===== config.mk =====
export PLATFORM = sky130hd
export DESIGN_NAME = act_compare_trigger
export DESIGN_NICKNAME = d
export VERILOG_FILES = /design/src/act_pkg.sv /design/src/act_trigger_delay.sv /design/src/act_compare_trigger.sv
export SDC_FILE = /design/constraint.sdc
export NUM_CORES = 1
export LEC_CHECK = 0
export BUFFER_PORTS_ARGS = -buffer_cell sky130_fd_sc_hd__buf_2
export CAP_MARGIN = 40
export CELL_PAD_IN_SITES_DETAIL_PLACEMENT = 0
export CELL_PAD_IN_SITES_GLOBAL_PLACEMENT = 2
export CORE_UTILIZATION = 36
export CTS_BUF_LIST = sky130_fd_sc_hd__clkbuf_2
export CTS_CLUSTER_SIZE = 16
export DETAILED_ROUTE_END_ITERATION = 10
export HOLD_SLACK_MARGIN = 0.02
export PLACE_DENSITY = 0.74
export SYNTH_ARGS = -nofsm -noshare
export SYNTH_HDL_FRONTEND = slang
export SYNTH_HIERARCHICAL = 1
export SYNTH_SLANG_ARGS = --single-unit

===== constraint.sdc =====
create_clock -name clk -period 2 [get_ports clk]
set_input_delay 0.1 -clock clk [delete_from_list [all_inputs] [get_ports clk]]
set_output_delay 0.1 -clock clk [all_outputs]
set_load 0.005 [all_outputs]

===== src/act_pkg.sv =====
// Constants, encodings and state types for the converter compare and trigger delay block
package act_pkg;
   // =====================================================
   // Widths
   localparam int ADDR_W = 8;
   localparam int DATA_W = 8;
   localparam int RES_W = 12;
   localparam int DLY_W = 9;
   localparam int SEL_W = 2;
   localparam int INT_W = 2;
   localparam int ADC_CLK_DIV_DEF = 4;

   // =====================================================
   // Register offsets
   localparam logic [ADDR_W-1:0] OFS_CMP_CTRL = 8'hE2;
   localparam logic [ADDR_W-1:0] OFS_DLY_LOW = 8'hE3;
   localparam logic [ADDR_W-1:0] OFS_TRIG_CTRL = 8'hF0;
   localparam logic [ADDR_W-1:0] OFS_CONV_CTRL = 8'hF1;
   localparam logic [ADDR_W-1:0] OFS_THR_LOW = 8'hF2;
   localparam logic [ADDR_W-1:0] OFS_THR_HIGH = 8'hF3;
   localparam logic [ADDR_W-1:0] OFS_RES_LOW = 8'hF4;
   localparam logic [ADDR_W-1:0] OFS_RES_HIGH = 8'hF5;
   localparam logic [ADDR_W-1:0] OFS_PWM_RUN = 8'hF6;
   localparam logic [ADDR_W-1:0] OFS_INT_STAT = 8'hF7;
   localparam logic [ADDR_W-1:0] OFS_INT_MASK = 8'hF8;

   // =====================================================
   // Field positions and write masks
   localparam int CMP_BRAKE_EN = 7;
   localparam int CMP_POLARITY = 6;
   localparam int CMP_ENABLE = 5;
   localparam int CMP_RESULT = 4;
   localparam int CMP_DLY_MSB = 0;
   localparam logic [DATA_W-1:0] CMP_WR_MASK = 8'hE1;
   localparam int TRIG_EXT_EN = 1;
   localparam int TRIG_TYPE_LSB = 2;
   localparam int TRIG_SRC_LSB = 4;
   localparam logic [DATA_W-1:0] TRIG_WR_MASK = 8'h3E;
   localparam int CONV_START = 6;
   localparam int CONV_DONE = 7;
   localparam int PWM_RUN_BIT = 0;
   localparam int INT_DONE = 0;
   localparam int INT_BRAKE = 1;

   // =====================================================
   // Reset values
   localparam logic [DATA_W-1:0] RST_REG8 = 8'h00;
   localparam logic [RES_W-1:0] RST_WORD = 12'h000;
   localparam logic [INT_W-1:0] RST_INT = 2'h0;

   // =====================================================
   // Trigger encodings
   localparam logic [SEL_W-1:0] TT_FALL = 2'h0;
   localparam logic [SEL_W-1:0] TT_RISE = 2'h1;
   localparam logic [SEL_W-1:0] TT_CENTRE = 2'h2;
   localparam logic [SEL_W-1:0] TS_PWM0 = 2'h0;
   localparam logic [SEL_W-1:0] TS_PWM2 = 2'h1;
   localparam logic [SEL_W-1:0] TS_PWM4 = 2'h2;

   typedef enum logic [0:0] {ST_IDLE = 1'b0, ST_CONV = 1'b1} act_conv_state_t;
   typedef enum logic [0:0] {DLY_IDLE = 1'b0, DLY_WAIT = 1'b1} act_dly_state_t;
endpackage


===== src/act_trigger_delay.sv =====
// External trigger selection, edge detection and start delay counter
`timescale 1ns/1ps
module act_trigger_delay #(
   parameter int DLY_W = act_pkg::DLY_W
) (
   input wire logic clk,
   input wire logic reset,
   input wire logic adcTick,
   input wire logic extEnable,
   input wire logic [act_pkg::SEL_W-1:0] trigType,
   input wire logic [act_pkg::SEL_W-1:0] trigSource,
   input wire logic [2:0] pwmChannel,
   input wire logic pwmCentre,
   input wire logic pwmEnd,
   input wire logic startPin,
   input wire logic busy,
   input wire logic [DLY_W-1:0] delayValue,
   output logic fire
);
   import act_pkg::*;

   typedef struct packed {
      act_dly_state_t state;
      logic pinMeta;
      logic pinSync;
      logic lastLevel;
      logic [DLY_W-1:0] count;
      logic fire;
   } act_dly_t;

   act_dly_t s;
   act_dly_t next_s;
   logic level;
   logic hit;

   // =====================================================
   // Source and condition select
   always_comb begin
      case (trigSource)
         TS_PWM0: level = pwmChannel[0];
         TS_PWM2: level = pwmChannel[1];
         TS_PWM4: level = pwmChannel[2];
         default: level = s.pinSync;
      endcase
      case (trigType)
         TT_FALL: hit = s.lastLevel & ~level;
         TT_RISE: hit = ~s.lastLevel & level;
         TT_CENTRE: hit = pwmCentre;
         default: hit = pwmEnd;
      endcase
   end

   // =====================================================
   // Delay counter
   always_comb begin
      next_s = s;
      next_s.pinMeta = startPin;
      next_s.pinSync = s.pinMeta;
      next_s.lastLevel = level;
      next_s.fire = 1'b0;
      case (s.state)
         DLY_IDLE: begin
            // Busy converter drops the trigger
            if (extEnable && !busy && hit) begin
               next_s.state = DLY_WAIT;
               next_s.count = delayValue;
            end
         end
         DLY_WAIT: begin
            // Further triggers are not looked at while waiting
            if (!extEnable) begin
               next_s.state = DLY_IDLE;
            end else if (adcTick) begin
               if (s.count == '0) begin
                  next_s.fire = 1'b1;
                  next_s.state = DLY_IDLE;
               end else begin
                  next_s.count = s.count - 1'b1;
               end
            end
         end
         default: next_s.state = DLY_IDLE;
      endcase
   end

   always_ff @(posedge clk or posedge reset) begin
      if (reset) begin
         s <= '0;
      end else begin
         s <= next_s;
      end
   end

   assign fire = s.fire;
endmodule


===== src/act_compare_trigger.sv =====
// Converter control: result compare, fault brake, trigger delay and registers
`timescale 1ns/1ps
module act_compare_trigger #(
   parameter int ADC_CLK_DIV = act_pkg::ADC_CLK_DIV_DEF
) (
   input wire logic clk,
   input wire logic reset,
   input wire logic [act_pkg::ADDR_W-1:0] address,
   input wire logic [act_pkg::DATA_W-1:0] wrData,
   input wire logic wrEn,
   input wire logic rdEn,
   output logic [act_pkg::DATA_W-1:0] rdData,
   input wire logic [2:0] pwmChannel,
   input wire logic pwmCentre,
   input wire logic pwmEnd,
   input wire logic externalStartPin,
   output logic convStart,
   input wire logic convDone,
   input wire logic [act_pkg::RES_W-1:0] convData,
   output logic faultBrake,
   output logic pwm_run_a,
   output logic irq
);
   import act_pkg::*;

   localparam int DIV_W = $clog2(ADC_CLK_DIV) + 1;
   localparam logic [DIV_W-1:0] DIV_LAST = DIV_W'(ADC_CLK_DIV - 1);

   typedef struct packed {
      act_conv_state_t fsm;
      logic [DIV_W-1:0] divCount;
      logic [DATA_W-1:0] cmpCtrl;
      logic [DATA_W-1:0] dlyLow;
      logic [DATA_W-1:0] trigCtrl;
      logic [RES_W-1:0] threshold;
      logic [RES_W-1:0] result;
      logic pwm_run_a;
      logic [INT_W-1:0] intStatus;
      logic [INT_W-1:0] intMask;
      logic convStart;
      logic faultBrake;
      logic [DATA_W-1:0] rdData;
   } act_main_t;

   act_main_t s;
   act_main_t next_s;
   logic adcTick;
   logic fire;
   logic swStart;
   logic cmpNow;
   logic finishing;
   logic brakeCause;
   logic cmpResult;
   logic [RES_W-1:0] threshold;
   logic [INT_W-1:0] events;

   assign adcTick = (s.divCount == '0);
   assign cmpResult = s.cmpCtrl[CMP_RESULT];
   assign threshold = s.threshold;
   assign finishing = (s.fsm == ST_CONV) && convDone;
   assign swStart = wrEn && (address == OFS_CONV_CTRL) && wrData[CONV_START];

   // =====================================================
   // Comparator
   always_comb begin
      if (s.cmpCtrl[CMP_POLARITY]) begin
         cmpNow = (convData < s.threshold);
      end else begin
         cmpNow = (convData >= s.threshold);
      end
   end

   assign brakeCause = finishing && s.cmpCtrl[CMP_ENABLE] && s.cmpCtrl[CMP_BRAKE_EN] && cmpNow;

   // =====================================================
   // Trigger and delay
   act_trigger_delay #(
      .DLY_W(DLY_W)
   ) u_delay (
      .clk(clk),
      .reset(reset),
      .adcTick(adcTick),
      .extEnable(s.trigCtrl[TRIG_EXT_EN]),
      .trigType(s.trigCtrl[TRIG_TYPE_LSB +: SEL_W]),
      .trigSource(s.trigCtrl[TRIG_SRC_LSB +: SEL_W]),
      .pwmChannel(pwmChannel),
      .pwmCentre(pwmCentre),
      .pwmEnd(pwmEnd),
      .startPin(externalStartPin),
      .busy(s.fsm == ST_CONV),
      .delayValue({s.cmpCtrl[CMP_DLY_MSB], s.dlyLow}),
      .fire(fire)
   );

   // =====================================================
   // Next state
   always_comb begin
      next_s = s;
      next_s.convStart = 1'b0;
      next_s.faultBrake = 1'b0;
      next_s.rdData = RST_REG8;
      events = '0;
      next_s.divCount = adcTick ? DIV_LAST : s.divCount - 1'b1;

      if (wrEn) begin
         case (address)
            OFS_CMP_CTRL: begin
               // Result bit keeps its own value
               next_s.cmpCtrl = (wrData & CMP_WR_MASK) | (s.cmpCtrl & ~CMP_WR_MASK);
            end
            OFS_DLY_LOW: next_s.dlyLow = wrData;
            OFS_TRIG_CTRL: next_s.trigCtrl = wrData & TRIG_WR_MASK;
            OFS_THR_LOW: next_s.threshold[7:0] = wrData;
            OFS_THR_HIGH: next_s.threshold[RES_W-1:8] = wrData[RES_W-9:0];
            OFS_PWM_RUN: next_s.pwm_run_a = wrData[PWM_RUN_BIT];
            OFS_INT_STAT: next_s.intStatus = s.intStatus & ~wrData[INT_W-1:0];
            OFS_INT_MASK: next_s.intMask = wrData[INT_W-1:0];
            default: next_s.intMask = s.intMask;
         endcase
      end

      case (s.fsm)
         ST_IDLE: begin
            // Software start is never delayed
            if (swStart || fire) begin
               next_s.fsm = ST_CONV;
               next_s.convStart = 1'b1;
            end
         end
         ST_CONV: begin
            if (convDone) begin
               next_s.fsm = ST_IDLE;
               next_s.result = convData;
               events[INT_DONE] = 1'b1;
               if (s.cmpCtrl[CMP_ENABLE]) begin
                  next_s.cmpCtrl[CMP_RESULT] = cmpNow;
               end
               if (brakeCause) begin
                  next_s.faultBrake = 1'b1;
                  // Hardware clear beats a same-cycle software set
                  next_s.pwm_run_a = 1'b0;
                  events[INT_BRAKE] = 1'b1;
               end
            end
         end
         default: next_s.fsm = ST_IDLE;
      endcase

      // Set after clear so a new event is never lost
      next_s.intStatus = next_s.intStatus | events;

      if (rdEn) begin
         case (address)
            OFS_CMP_CTRL: next_s.rdData = s.cmpCtrl;
            OFS_DLY_LOW: next_s.rdData = s.dlyLow;
            OFS_TRIG_CTRL: next_s.rdData = s.trigCtrl;
            OFS_CONV_CTRL: begin
               next_s.rdData[CONV_START] = (s.fsm == ST_CONV);
               next_s.rdData[CONV_DONE] = s.intStatus[INT_DONE];
            end
            OFS_THR_LOW: next_s.rdData = s.threshold[7:0];
            OFS_THR_HIGH: next_s.rdData[RES_W-9:0] = s.threshold[RES_W-1:8];
            OFS_RES_LOW: next_s.rdData = s.result[7:0];
            OFS_RES_HIGH: next_s.rdData[RES_W-9:0] = s.result[RES_W-1:8];
            OFS_PWM_RUN: next_s.rdData[PWM_RUN_BIT] = s.pwm_run_a;
            OFS_INT_STAT: next_s.rdData[INT_W-1:0] = s.intStatus;
            OFS_INT_MASK: next_s.rdData[INT_W-1:0] = s.intMask;
            default: next_s.rdData = RST_REG8;
         endcase
      end
   end

   always_ff @(posedge clk or posedge reset) begin
      if (reset) begin
         s <= '0;
      end else begin
         s <= next_s;
      end
   end

   assign rdData = s.rdData;
   assign convStart = s.convStart;
   assign faultBrake = s.faultBrake;
   assign pwm_run_a = s.pwm_run_a;
   assign irq = |(s.intStatus & s.intMask);
endmodule


==> summary.log, run 1 <==
qor: logic_synthesis.synth_async_sr_flop_share 100%
qor: drt.drc_errors 0
qor: logic_synthesis.synthesis.instances 354
qor: die.die-area 0.0117 sq mm
qor: logic_synthesis.cell_variety_after_synth 57
qor: sta.postLayoutSetupSlackWorst -0.0889 ns
qor: placed_design.post-dp-hpwl 8.14 mm
qor: placed_design.placed_cells_incl_taps 557
qor: sta.slew_headroom 57.1%
qor: worst_setup_path.timing.critical_path.slowest_cell_delay 0.56 ns
qor: die.placeableCoreArea 0.0109 sq mm
qor: worst_setup_path.rr_startpoint s[44]
qor: sta.timing.final.max_slew_violations 0
qor: clock_network.clk-insertion-delay-late 0.53 ns
qor: power_and_ir_drop.power.static_leakage 2.45 nW
qor: worst_setup_path.reg2reg_slack -0.09 ns
qor: worst_setup_path.required 2.42 ns
qor: logic_synthesis.post-synth-top-area-cell sky130_fd_sc_hd__dfrtp_1
qor: grt.globalRouteTotalUtil 19.9%
qor: sta.report.final.hold_viol_count 0
qor: logic_synthesis.synthFlopType sky130_fd_sc_hd__dfrtp_1
qor: logic_synthesis.syn-mean-instance-area 11.5 sq um
qor: power_and_ir_drop.vdd_drop_max 385 uV
qor: logic_synthesis.synth.area.top_cells sky130_fd_sc_hd__dfrtp_1, sky130_fd_sc_hd__mux2_2, sky130_fd_sc_hd__mux2_4
qor: final_layout.flow.area_growth_from_synthesis 25.3%
qor: logic_synthesis.synth.ff_latch_count 75
qor: clock_network.ctsHtreeMaxLevel 3
qor: worst_setup_path.worst-setup-path-type flop to flop
qor: placed_design.gp_congestion 0.817
qor: drt.drt_first_iter_violations 149
qor: drt.vias 3174
qor: grt.first_global_vias 3118
qor: clock_network.tritoncts built
qor: sta.clock-skew-final 0.0246 ns
qor: drt.postRouteWirelength 10.7 mm
qor: drt.drt_first_pass_iters 4
qor: worst_setup_path.timing.critical_path.slowest_stage_cell sky130_fd_sc_hd__mux4_2
qor: clock_network.cts.root.buffer_cell sky130_fd_sc_hd__clkbuf_2
qor: final_layout.layout_common_cells sky130_fd_sc_hd__dfrtp_1, sky130_fd_sc_hd__buf_2, sky130_fd_sc_hd__mux2_2, sky130_fd_sc_hd__dlygate4sd3_1, sky130_fd_sc_hd__buf_4
qor: power_and_ir_drop.power_density_over_the_cells 636 mW/mm^2
qor: sta.period_share 104%
qor: logic_synthesis.mappedNetlistNets 409
qor: logic_synthesis.synthDominantCellAreaShare 46.2%
qor: final_layout.fill_cells 1050
qor: worst_setup_path.startpoint_class flop
qor: die.i_o_pin_count 51
qor: worst_hold_path.min_delay_path_depth 5
qor: worst_hold_path.hold_path_class input pin to flop
qor: sta.timing.final.crit_period 2.09 ns
qor: placed_design.dp_worst_setup_slack -0.133 ns
qor: worst_setup_path.reg2reg_depth 6
qor: logic_synthesis.number_of_enable_type_register_cells_in_the_synthesized_netlist 0
qor: worst_setup_path.worst-path-buf-inv 1
qor: logic_synthesis.yosys_warnings 6
qor: final_layout.post_route_non_filler_standard_cell_count 608
qor: worst_hold_path.hold_end u_delay/s[13]
qor: final_layout.diodes 0
qor: sta.timing_worst_slew_pin_value 0.642 ns
qor: placed_design.place.port_buffers 50
qor: final_layout.nets 518
qor: drt.avgViaCountPerCell 5.22
qor: flow_run.cap_viol_max_count 0
qor: die.die-height 108 um
qor: logic_synthesis.synthesis.area 0.00406 sq mm
qor: logic_synthesis.synth-seq-area-share 46.2%
qor: outcome.violations negative setup slack
qor: final_layout.drive_gt1_share 36.1%
qor: worst_setup_path.timing.critical_path.fanout_max 8
qor: grt.grt_remaining_overflow 0
qor: worst_setup_path.critical_path_depth 6
qor: sta.final_setup_violation_count 9
qor: worst_setup_path.cp.arrival 2.51 ns
qor: outcome.outcome finished with violations
qor: worst_setup_path.endpoint_kind flop
qor: sta.rsz0062_at_grt true
qor: clock_network.cts-root-to-sink-buffers 2
qor: grt.grt_antenna_before_repair 0
qor: drt.detail_route.wl_per_cell 17.7 um
qor: clock_network.cts_inserted_buffers 9
qor: die.initial_utilization 37.2%
qor: worst_hold_path.hold_path.startpoint pwmCentre
qor: drt.postRouteAntennaNets 0
qor: final_layout.layout.cells.most_common sky130_fd_sc_hd__dfrtp_1
qor: clock_network.clk_pin_slew_worst_paths 0.20 ns
qor: clock_network.numClockSinks 75
qor: worst_setup_path.regToRegEndpoint u_delay/s[3]
qor: sta.max_freq 479 MHz
qor: worst_setup_path.critPathTopFamily multiplexers
qor: grt.maximum_number_of_pins_on_one_net_before_global_route_repair 25
qor: grt.grt_first_pass_wirelength 17.0 mm
qor: power_and_ir_drop.power_total 3.24 mW
qor: die.fp-row-count 38
qor: worst_setup_path.cell_by_cell_listing_of_the_critical_path mux4_2 > and3b_1 > o31ai_4 > a22oi_4 > buf_12 > mux2_4
qor: die.dieWidth 108 um
## kinds of logic after synthesis
group / count (synthesis) / share of synthesized area [%]
xor gates and xnor gates: 6 / 1.29
DFF: 75 / 46.2
AOI/OAI and AO/OA: 63 / 11.1
and+or+nand+nor: 83 / 12.2
adders and majority gates: 16 / 4.93
muxes: 64 / 19.0
buffers and inverters: 47 / 5.33
## cells in the mapped netlist, types with 2 or more instances
cell,n
sky130_fd_sc_hd__or4_4,2
sky130_fd_sc_hd__a31oi_1,6
sky130_fd_sc_hd__mux2_2,40
sky130_fd_sc_hd__a21o_1,2
sky130_fd_sc_hd__nor3b_1,2
sky130_fd_sc_hd__a21oi_1,14
sky130_fd_sc_hd__nand4b_1,2
sky130_fd_sc_hd__mux2_4,14
sky130_fd_sc_hd__buf_4,8
sky130_fd_sc_hd__nand3_1,11
sky130_fd_sc_hd__mux2i_1,9
sky130_fd_sc_hd__buf_2,2
sky130_fd_sc_hd__nand4_1,8
sky130_fd_sc_hd__a22o_1,4
sky130_fd_sc_hd__o2bb2ai_1,4
sky130_fd_sc_hd__o22ai_1,3
sky130_fd_sc_hd__o211ai_1,2
sky130_fd_sc_hd__xnor2_1,5
sky130_fd_sc_hd__a221oi_1,3
sky130_fd_sc_hd__nor4_1,2
sky130_fd_sc_hd__ha_1,16
sky130_fd_sc_hd__clkbuf_1,4
sky130_fd_sc_hd__nor2_1,14
sky130_fd_sc_hd__o21ai_0,6
sky130_fd_sc_hd__nor2b_1,5
sky130_fd_sc_hd__dfrtp_1,75
sky130_fd_sc_hd__nand2_1,14
sky130_fd_sc_hd__o31ai_1,4
sky130_fd_sc_hd__nand2_2,2
sky130_fd_sc_hd__inv_1,31
sky130_fd_sc_hd__and3_1,4
sky130_fd_sc_hd__a22oi_1,6
sky130_fd_sc_hd__nand2b_1,4
sky130_fd_sc_hd__nor3_1,3
## layer usage
layer / up-vias / GRT usage, % / part of all wire (%)
met5: - / 0 / 0
met3: 13 / 3.32 / 3.4
met4: 0 / 7.73 / 1.6
met2: 69 / 30.1 / 45
li1: 1512 / - / -
met1: 1580 / 28.4 / 50
## flip-flops by register name, indices dropped and copies added (netlist names)
register / count
cmpResult: 1
convStart: 1
faultBrake: 1
pwm_run_a: 1
rdData: 8
s: 37
threshold: 12
u_delay/fire: 1
u_delay/next_s: 1
u_delay/s: 12
## area by class of cell
| class | instances | area, sq um | share of cell area, % |
|---|---|---|---|
| clock buffers | 9 | 45.0 | 0.885 |
| clock inverters | 7 | 43.8 | 0.860 |
| inverters | 31 | 116 | 2.29 |
| multi-input cells | 232 | 2010 | 39.5 |
| flip-flops and latches | 75 | 1880 | 36.9 |
| well taps | 140 | 175 | 3.44 |
| repair buffers | 114 | 826 | 16.2 |
## worst register-to-register path, delay by kind of cell, from the launching register on
family                 cells  cell delay [ns]
multiplexers               2             0.85
flip-flops                 1             0.42
AO/OA/AOI/OAI              2             0.36
AND/OR/NAND/NOR            1             0.22
buffers and inverters      1             0.15
## report_power, final
group	total (mW)	switching, mW	internal (mW)	leakage [nW]
sequential	1.78	0.114	1.67	1.00
combinational	0.737	0.344	0.393	1.39
clock	0.720	0.565	0.156	0.0494
total	3.24	1.02	2.21	2.45
## metrics by stage
step                area, sq um  TNS, ns  util [%]  hold WS (ns)
floorplan                  4060   -0.583         -       -0.0108
global placement           4620   -0.639      42.2         0.170
detailed placement         4620   -0.941      42.2         0.184
CTS                        5060   -0.690      46.3        0.0208
global route               5090    -1.19      46.6        0.0487
finish                     5090   -0.587      46.6        0.0729
## worst max-delay path by stage
stage                       from            to  slack (ns)
finish                     s[44]  u_delay/s[3]       -0.09
detailed placement         s[44]  u_delay/s[7]       -0.13
floorplan           u_delay/s[6]  u_delay/s[4]        -0.1
global route               s[44]  u_delay/s[2]       -0.15
CTS                        s[44]  u_delay/s[3]        -0.1
global placement    u_delay/s[6]  u_delay/s[6]       -0.09
## repair_timing
item	CTS	global route
endpoints found under the setup margin	9	14
hold buffers	33	0
endpoints found under the hold margin	111	0
buffers inserted	1	2
gates resized for setup	4	7
pin swaps	2	2
No activity file was read; power rests on OpenSTA's default activity.
==> run 2: changes to the inputs <==
--- a/config.mk
+++ b/config.mk
@@ -14,6 +14,7 @@
 export CTS_CLUSTER_SIZE = 16
 export DETAILED_ROUTE_END_ITERATION = 10
 export HOLD_SLACK_MARGIN = 0.02
+export MAX_ROUTING_LAYER = met4
 export PLACE_DENSITY = 0.74
 export SYNTH_ARGS = -nofsm -noshare
 export SYNTH_HDL_FRONTEND = slang
==> summary.log, run 2 (synthesis results as in run 1) <==
qor: outcome.outcome finished with violations
qor: outcome.violations negative setup slack
qor: die.placeableCoreArea 0.0109 sq mm
qor: grt.groute.layer.met2.usage 29.9%
qor: die.die-area 0.0117 sq mm
qor: power_and_ir_drop.power_total 3.23 mW
qor: final_layout.largest_reg_flops 37
qor: power_and_ir_drop.sequential_share_of_power 55.0%
qor: worst_setup_path.timing.critical_path.fanout_max 8
qor: clock_network.tritoncts built
qor: final_layout.most_flops_register s
qor: placed_design.place_area 0.00462 sq mm
qor: final_layout.post_route_non_filler_standard_cell_count 607
qor: worst_setup_path.worst-path-buf-inv 1
qor: flow_run.cap_viol_max_count 0
qor: worst_hold_path.hold_path_class input pin to flop
qor: worst_setup_path.startpoint_class flop
qor: drt.drt_first_iter_violations 148
qor: sta.timing.final.crit_period 2.09 ns
qor: clock_network.numClockSinks 75
qor: power_and_ir_drop.vdd_drop_max 385 uV
qor: worst_hold_path.hold_path.startpoint pwmCentre
qor: drt.vias 3178
qor: power_and_ir_drop.p_clk_share 22.2%
qor: worst_setup_path.endpoint_kind flop
qor: drt.postRouteAntennaNets 0
qor: power_and_ir_drop.sw_frac_of_total 31.6%
qor: clock_network.cts_inserted_buffers 9
qor: final_layout.layout.cells.most_common sky130_fd_sc_hd__dfrtp_1
qor: worst_setup_path.cell_by_cell_listing_of_the_critical_path mux4_2 > and3b_1 > o31ai_4 > a22oi_4 > buf_12 > mux2_4
qor: drt.postRouteWirelength 10.7 mm
qor: sta.timing.final.max_slew_violations 0
qor: worst_setup_path.timing.critical_path.slowest_stage_cell sky130_fd_sc_hd__mux4_2
qor: grt.grt_remaining_overflow 0
qor: final_layout.nets 517
qor: sta.slew_headroom 57.4%
qor: sta.postLayoutSetupSlackWorst -0.0863 ns
qor: clock_network.cts-root-to-sink-buffers 2
qor: final_layout.diodes 0
qor: grt.globalRouteTotalUtil 20.5%
qor: power_and_ir_drop.intPower 2.21 mW
qor: worst_setup_path.rr_startpoint s[44]
qor: clock_network.clk-insertion-delay-late 0.53 ns
qor: drt.drc_errors 0
qor: placed_design.post-dp-hpwl 8.14 mm
qor: drt.drt_first_pass_iters 4
qor: final_layout.flow.area_growth_from_synthesis 25.1%
qor: power_and_ir_drop.total_switching_power 1.02 mW
qor: final_layout.layout_common_cells sky130_fd_sc_hd__dfrtp_1, sky130_fd_sc_hd__buf_2, sky130_fd_sc_hd__mux2_2, sky130_fd_sc_hd__dlygate4sd3_1
qor: power_and_ir_drop.p_comb_share 22.7%
qor: worst_setup_path.critPathTopFamily multiplexers
qor: worst_setup_path.required 2.43 ns
qor: grt.grt_util_met3 3.32%
qor: drt.avgViaCountPerCell 5.24
qor: worst_setup_path.cp-startpoint s[44]
qor: sta.rsz0062_at_grt true
qor: sta.max_freq 479 MHz
qor: final_layout.register_area 0.00188 sq mm
qor: final_layout.final_cell_area 0.00508 sq mm
qor: final_layout.fill_cells 1052
qor: grt.maximum_number_of_pins_on_one_net_before_global_route_repair 25
qor: sta.period_share 104%
qor: placed_design.dp_worst_setup_slack -0.133 ns
qor: sta.final_setup_violation_count 9
qor: worst_setup_path.timing.critical_path.slowest_cell_delay 0.56 ns
qor: die.initial_utilization 37.2%
qor: grt.grt_antenna_before_repair 0
qor: sta.whs 0.0692 ns
qor: clock_network.cts.root.buffer_cell sky130_fd_sc_hd__clkbuf_2
qor: placed_design.place.port_buffers 50
qor: sta.clock-skew-final 0.0239 ns
qor: grt.top_usage_layer met2
qor: placed_design.gp_congestion 0.830
qor: die.die-height 108 um
qor: die.i_o_pin_count 51
qor: die.dieWidth 108 um
qor: power_and_ir_drop.power.static_leakage 2.44 nW
qor: grt.grt_first_pass_wirelength 17.0 mm
qor: worst_setup_path.cp.arrival 2.51 ns
qor: sta.finalSetupTns -0.578 ns
qor: sta.report.final.hold_viol_count 0
qor: sta.timing_worst_slew_pin_value 0.637 ns
qor: clock_network.ctsHtreeMaxLevel 3
qor: grt.first_global_vias 3107
qor: power_and_ir_drop.power_density_over_the_cells 636 mW/mm^2
qor: clock_network.clk_pin_slew_worst_paths 0.20 ns
qor: final_layout.multi_input_area 0.00201 sq mm
qor: worst_setup_path.worst-setup-path-type flop to flop
qor: grt.globalRouteMet1Util 28.6%
qor: die.fp-row-count 38
qor: drt.detail_route.wl_per_cell 17.7 um
qor: final_layout.drive_gt1_share 36.0%
qor: placed_design.placed_cells_incl_taps 557
qor: final_layout.final_core_utilization 46.5%
## run 2: cell types whose count changed in the layout (fill, tap and decap cells not counted)
cell and delta:
sky130_fd_sc_hd__buf_4 -1
## run 2: power groups by stage
stage | Clock (mW) | Combinational [mW] | Sequential, mW
after detailed placement | 0 | 0.670 | 1.81
final | 0.719 | 0.736 | 1.78
after global routing | 0.819 | 0.810 | 1.80
after CTS | 0.750 | 0.737 | 1.78
after floorplan | 0 | 0.443 | 1.77
after global placement | 0 | 0.658 | 1.81
## run 2: worst paths after layout
check                           cells past startpoint             to  slack [ns]
worst max-delay path                                6   u_delay/s[3]       -0.09
worst min-delay path                                5  u_delay/s[13]        0.07
worst max register to register                      6   u_delay/s[3]       -0.09
worst min register to register                      0  u_delay/s[11]        0.38
max in group asynchronous                           4          s[63]        1.16
min in group asynchronous                           3      rdData[4]        0.12
## run 2: layout make-up
class | instances | area share, %
multi-input combinational | 232 | 39.5
sequential | 75 | 36.9
timing repair buffer | 113 | 16.1
tap | 140 | 3.44
inverter | 31 | 2.29
clock buffer | 9 | 0.886
clock inverter | 7 | 0.861
## run 2: worst register-to-register path, stage by stage (launching register included)
cell and delay, ns:
sky130_fd_sc_hd__dfrtp_1 0.42, sky130_fd_sc_hd__mux4_2 0.56, sky130_fd_sc_hd__and3b_1 0.22, sky130_fd_sc_hd__o31ai_4 0.27, sky130_fd_sc_hd__a22oi_4 0.09, sky130_fd_sc_hd__buf_12 0.15, sky130_fd_sc_hd__mux2_4 0.29
## run 2: per-layer routing
layer	vias to the layer above	share of wire (%)	routed length (um)
met5	-	0	0
met4	0	1.7	182
met3	15	3.8	409
met2	67	45	4790
met1	1586	50	5350
li1	1510	-	-
## run 2: repair_timing
action | CTS | global route
endpoints found under the setup margin | 9 | 14
pin swaps | 2 | 2
hold buffers | 33 | 0
buffers inserted | 1 | 1
hold endpoints to repair | 111 | 0
resized for setup | 4 | 7
==> run 3: changes to the inputs <==
--- a/config.mk
+++ b/config.mk
@@ -5,11 +5,12 @@
 export SDC_FILE = /design/constraint.sdc
 export NUM_CORES = 1
 export LEC_CHECK = 0
+export ABC_AREA = 1
 export BUFFER_PORTS_ARGS = -buffer_cell sky130_fd_sc_hd__buf_2
 export CAP_MARGIN = 40
 export CELL_PAD_IN_SITES_DETAIL_PLACEMENT = 0
-export CELL_PAD_IN_SITES_GLOBAL_PLACEMENT = 2
-export CORE_UTILIZATION = 36
+export CELL_PAD_IN_SITES_GLOBAL_PLACEMENT = 1
+export CORE_UTILIZATION = 40
 export CTS_BUF_LIST = sky130_fd_sc_hd__clkbuf_2
 export CTS_CLUSTER_SIZE = 16
 export DETAILED_ROUTE_END_ITERATION = 10
==> summary.log, run 3 <==
qor: outcome.outcome finished clean
qor: die.placeableCoreArea 0.00991 sq mm
qor: final_layout.nets 698
qor: final_layout.final_cell_area 0.00511 sq mm
qor: die.initial_utilization 42.0%
qor: drt.postRouteAntennaNets 0
qor: final_layout.diodes 0
qor: die.i_o_pin_count 51
qor: logic_synthesis.synth.area.top_cells sky130_fd_sc_hd__dfrtp_1, sky130_fd_sc_hd__nand2_1, sky130_fd_sc_hd__inv_1
qor: clock_network.numClockSinks 75
qor: power_and_ir_drop.sw_frac_of_total 29.2%
qor: final_layout.layout_common_cells sky130_fd_sc_hd__nand2_1, sky130_fd_sc_hd__dfrtp_1, sky130_fd_sc_hd__inv_1, sky130_fd_sc_hd__buf_2, sky130_fd_sc_hd__dlygate4sd3_1
qor: worst_setup_path.timing.critical_path.fanout_max 5
qor: worst_setup_path.worst-setup-path-type flop to flop
qor: clock_network.clk_pin_slew_worst_paths 0.21 ns
qor: placed_design.dp_worst_setup_slack 0.333 ns
qor: die.fp-row-count 36
qor: sta.report.final.hold_viol_count 0
qor: worst_setup_path.worst_path_most_repeated_cell sky130_fd_sc_hd__nand2_1
qor: logic_synthesis.mappedNetlistNets 602
qor: worst_setup_path.cp-startpoint s[43]
qor: logic_synthesis.number_of_enable_type_register_cells_in_the_synthesized_netlist 0
qor: final_layout.flow.area_growth_from_synthesis 22.8%
qor: grt.globalRouteTotalUtil 22.9%
qor: worst_setup_path.reg2reg_depth 9
qor: worst_setup_path.timing.critical_path.slowest_stage_cell sky130_fd_sc_hd__dlygate4sd3_1
qor: grt.grt_remaining_overflow 0
qor: clock_network.post_cts_resize_count 0
qor: sta.final_setup_violation_count 0
qor: worst_setup_path.required 2.47 ns
qor: grt.grt_first_pass_wirelength 18.4 mm
qor: sta.whs 0.0882 ns
qor: power_and_ir_drop.power_total 3.34 mW
qor: die.die-area 0.0108 sq mm
qor: clock_network.cts-root-to-sink-buffers 2
qor: placed_design.placed_cells_incl_taps 718
qor: logic_synthesis.synth.ff_latch_count 75
qor: final_layout.drive_gt1_share 16.5%
qor: grt.first_global_vias 3646
qor: worst_setup_path.endpoint_kind flop
qor: logic_synthesis.synthDominantCellAreaShare 45.1%
qor: logic_synthesis.cell_variety_after_synth 32
qor: logic_synthesis.synthesis.area 0.00416 sq mm
qor: power_and_ir_drop.power_density_over_the_cells 653 mW/mm^2
qor: logic_synthesis.synth_async_sr_flop_share 100%
qor: sta.timing_worst_slew_pin_value 0.543 ns
qor: power_and_ir_drop.intPower 2.36 mW
qor: worst_setup_path.rr_startpoint s[43]
qor: grt.grt_antenna_before_repair 0
qor: worst_hold_path.hold_path_class input pin to asynchronous set/reset pin
qor: worst_setup_path.timing.critical_path.slowest_cell_delay 0.58 ns
qor: placed_design.post-dp-hpwl 8.29 mm
qor: logic_synthesis.yosys_warnings 6
qor: sta.postLayoutSetupSlackWorst 0.201 ns
qor: placed_design.place_area 0.00450 sq mm
qor: drt.detail_route.wl_per_cell 14.4 um
qor: logic_synthesis.post-synth-top-area-cell sky130_fd_sc_hd__dfrtp_1
qor: sta.timing.final.crit_period 1.80 ns
qor: power_and_ir_drop.vdd_drop_max 390 uV
qor: flow_run.cap_viol_max_count 0
qor: worst_setup_path.cp.arrival 2.26 ns
qor: final_layout.multi_input_area 0.00192 sq mm
qor: power_and_ir_drop.total_switching_power 975 uW
qor: clock_network.clk-insertion-delay-late 0.58 ns
qor: placed_design.gp_congestion 0.896
qor: clock_network.number_of_setup_buffers_added_after_cts 0
qor: worst_setup_path.cell_by_cell_listing_of_the_critical_path inv_1 > nand2_1 > nand3_1 > nand2_1 > nand2_1 > nand3_1 > nand2_4 > dlygate4sd3_1 > o21ai_1
qor: power_and_ir_drop.p_clk_share 29.5%
qor: worst_setup_path.startpoint_class flop
qor: final_layout.largest_reg_flops 37
qor: final_layout.most_flops_register s
qor: logic_synthesis.post_synth_most_frequent_cells sky130_fd_sc_hd__nand2_1, sky130_fd_sc_hd__dfrtp_1, sky130_fd_sc_hd__inv_1
qor: clock_network.postCtsHoldBufs 47
qor: power_and_ir_drop.power.static_leakage 2.72 nW
qor: clock_network.cts.root.buffer_cell sky130_fd_sc_hd__clkbuf_2
qor: sta.finalSetupTns 0 ns
qor: logic_synthesis.synthesis.instances 547
qor: drt.drc_errors 0
qor: drt.avgViaCountPerCell 4.85
qor: power_and_ir_drop.p_comb_share 17.5%
qor: final_layout.final_core_utilization 51.6%
qor: drt.postRouteWirelength 11.3 mm
qor: drt.drt_first_pass_iters 4
qor: drt.vias 3786
qor: logic_synthesis.synth-seq-area-share 45.1%
qor: grt.maximum_number_of_pins_on_one_net_before_global_route_repair 24
qor: sta.timing.final.max_slew_violations 0
qor: die.die-height 104 um
qor: logic_synthesis.syn-mean-instance-area 7.61 sq um
qor: sta.slew_headroom 63.8%
qor: final_layout.fill_cells 1003
qor: logic_synthesis.synthFlopType sky130_fd_sc_hd__dfrtp_1
qor: power_and_ir_drop.sequential_share_of_power 53.0%
qor: sta.clock-skew-final 0.0362 ns
qor: die.dieWidth 104 um
qor: clock_network.cts_inserted_buffers 9
qor: sta.period_share 90.0%
qor: final_layout.layout.cells.most_common sky130_fd_sc_hd__nand2_1
qor: clock_network.ctsHtreeMaxLevel 3
qor: logic_synthesis.leading_cell_type_by_number_of_instances_after_synthesis sky130_fd_sc_hd__nand2_1
qor: final_layout.post_route_non_filler_standard_cell_count 781
qor: clock_network.tritoncts built
qor: placed_design.place.port_buffers 50
qor: sta.rsz0062_at_grt false
qor: drt.drt_first_iter_violations 177
qor: final_layout.register_area 0.00188 sq mm
qor: worst_setup_path.reg2reg_slack 0.20 ns
qor: sta.max_freq 556 MHz
[run 3: cell types whose count changed in the layout (fill, tap and decap cells not counted), moves of 9 or more]
cell and delta:
sky130_fd_sc_hd__nand2_1 +192, sky130_fd_sc_hd__mux2_2 -40, sky130_fd_sc_hd__inv_1 +34, sky130_fd_sc_hd__buf_4 -27, sky130_fd_sc_hd__nand3_1 +27, sky130_fd_sc_hd__nor2_1 +24
sky130_fd_sc_hd__o21ai_0 +23, sky130_fd_sc_hd__dlygate4sd3_1 +14, sky130_fd_sc_hd__mux2_4 -14, sky130_fd_sc_hd__mux2i_1 -9
[run 3: final timing paths]
path | to
min in group clk | s[12]
setup / recovery | u_delay/s[13]
setup reg to reg | u_delay/s[13]
hold / removal | u_delay/s[7]
hold reg to reg | u_delay/s[11]
max in group asynchronous | s[21]
[run 3: layout make-up]
cell class              count  share of cell area, %
clock inverters             7                   1.81
well taps                 133                   3.26
repair buffers            100                   14.8
multi-input cells         388                   37.5
clock buffers               9                  0.881
inverters                  69                   5.07
flip-flops and latches     75                   36.7
[run 3: critical path, delay by kind of cell, from the launching register on]
family          cells  cell delay [ns]
compound gates      1             0.07
simple gates        6             0.49
flops               1             0.48
buf+inv             2             0.67
[run 3: per-layer routing]
metal  up-vias  part of all wire (%)  GRT usage (%)
met1      1770                    48           30.9
met4         0                   1.2           5.51
met2       114                    44           34.5
li1       1891                     -              -
met3        11                   6.1           5.64
met5         -                     0              -
[run 3: kinds of logic (layout without fill, tap and decap cells)]
group,Yosys count,count (layout),synth area share (%)
AND/OR/NAND/NOR,312,312,33.1
adder cells (fa/ha/maj),16,16,4.81
XOR/XNOR,1,1,0.210
flip-flops,75,75,45.1
buffers and inverters,84,185,8.90
AO/OA/AOI/OAI,59,59,7.94
[run 3: power groups by stage]
| stage | sequential [mW] | combinational, mW | clock [mW] |
|---|---|---|---|
| CTS | 1.77 | 0.578 | 1.02 |
| floorplan | 1.74 | 0.281 | 0 |
| global placement | 1.79 | 0.399 | 0 |
| detailed placement | 1.79 | 0.409 | 0 |
| global route | 1.79 | 0.660 | 1.05 |
| finish | 1.77 | 0.584 | 0.984 |
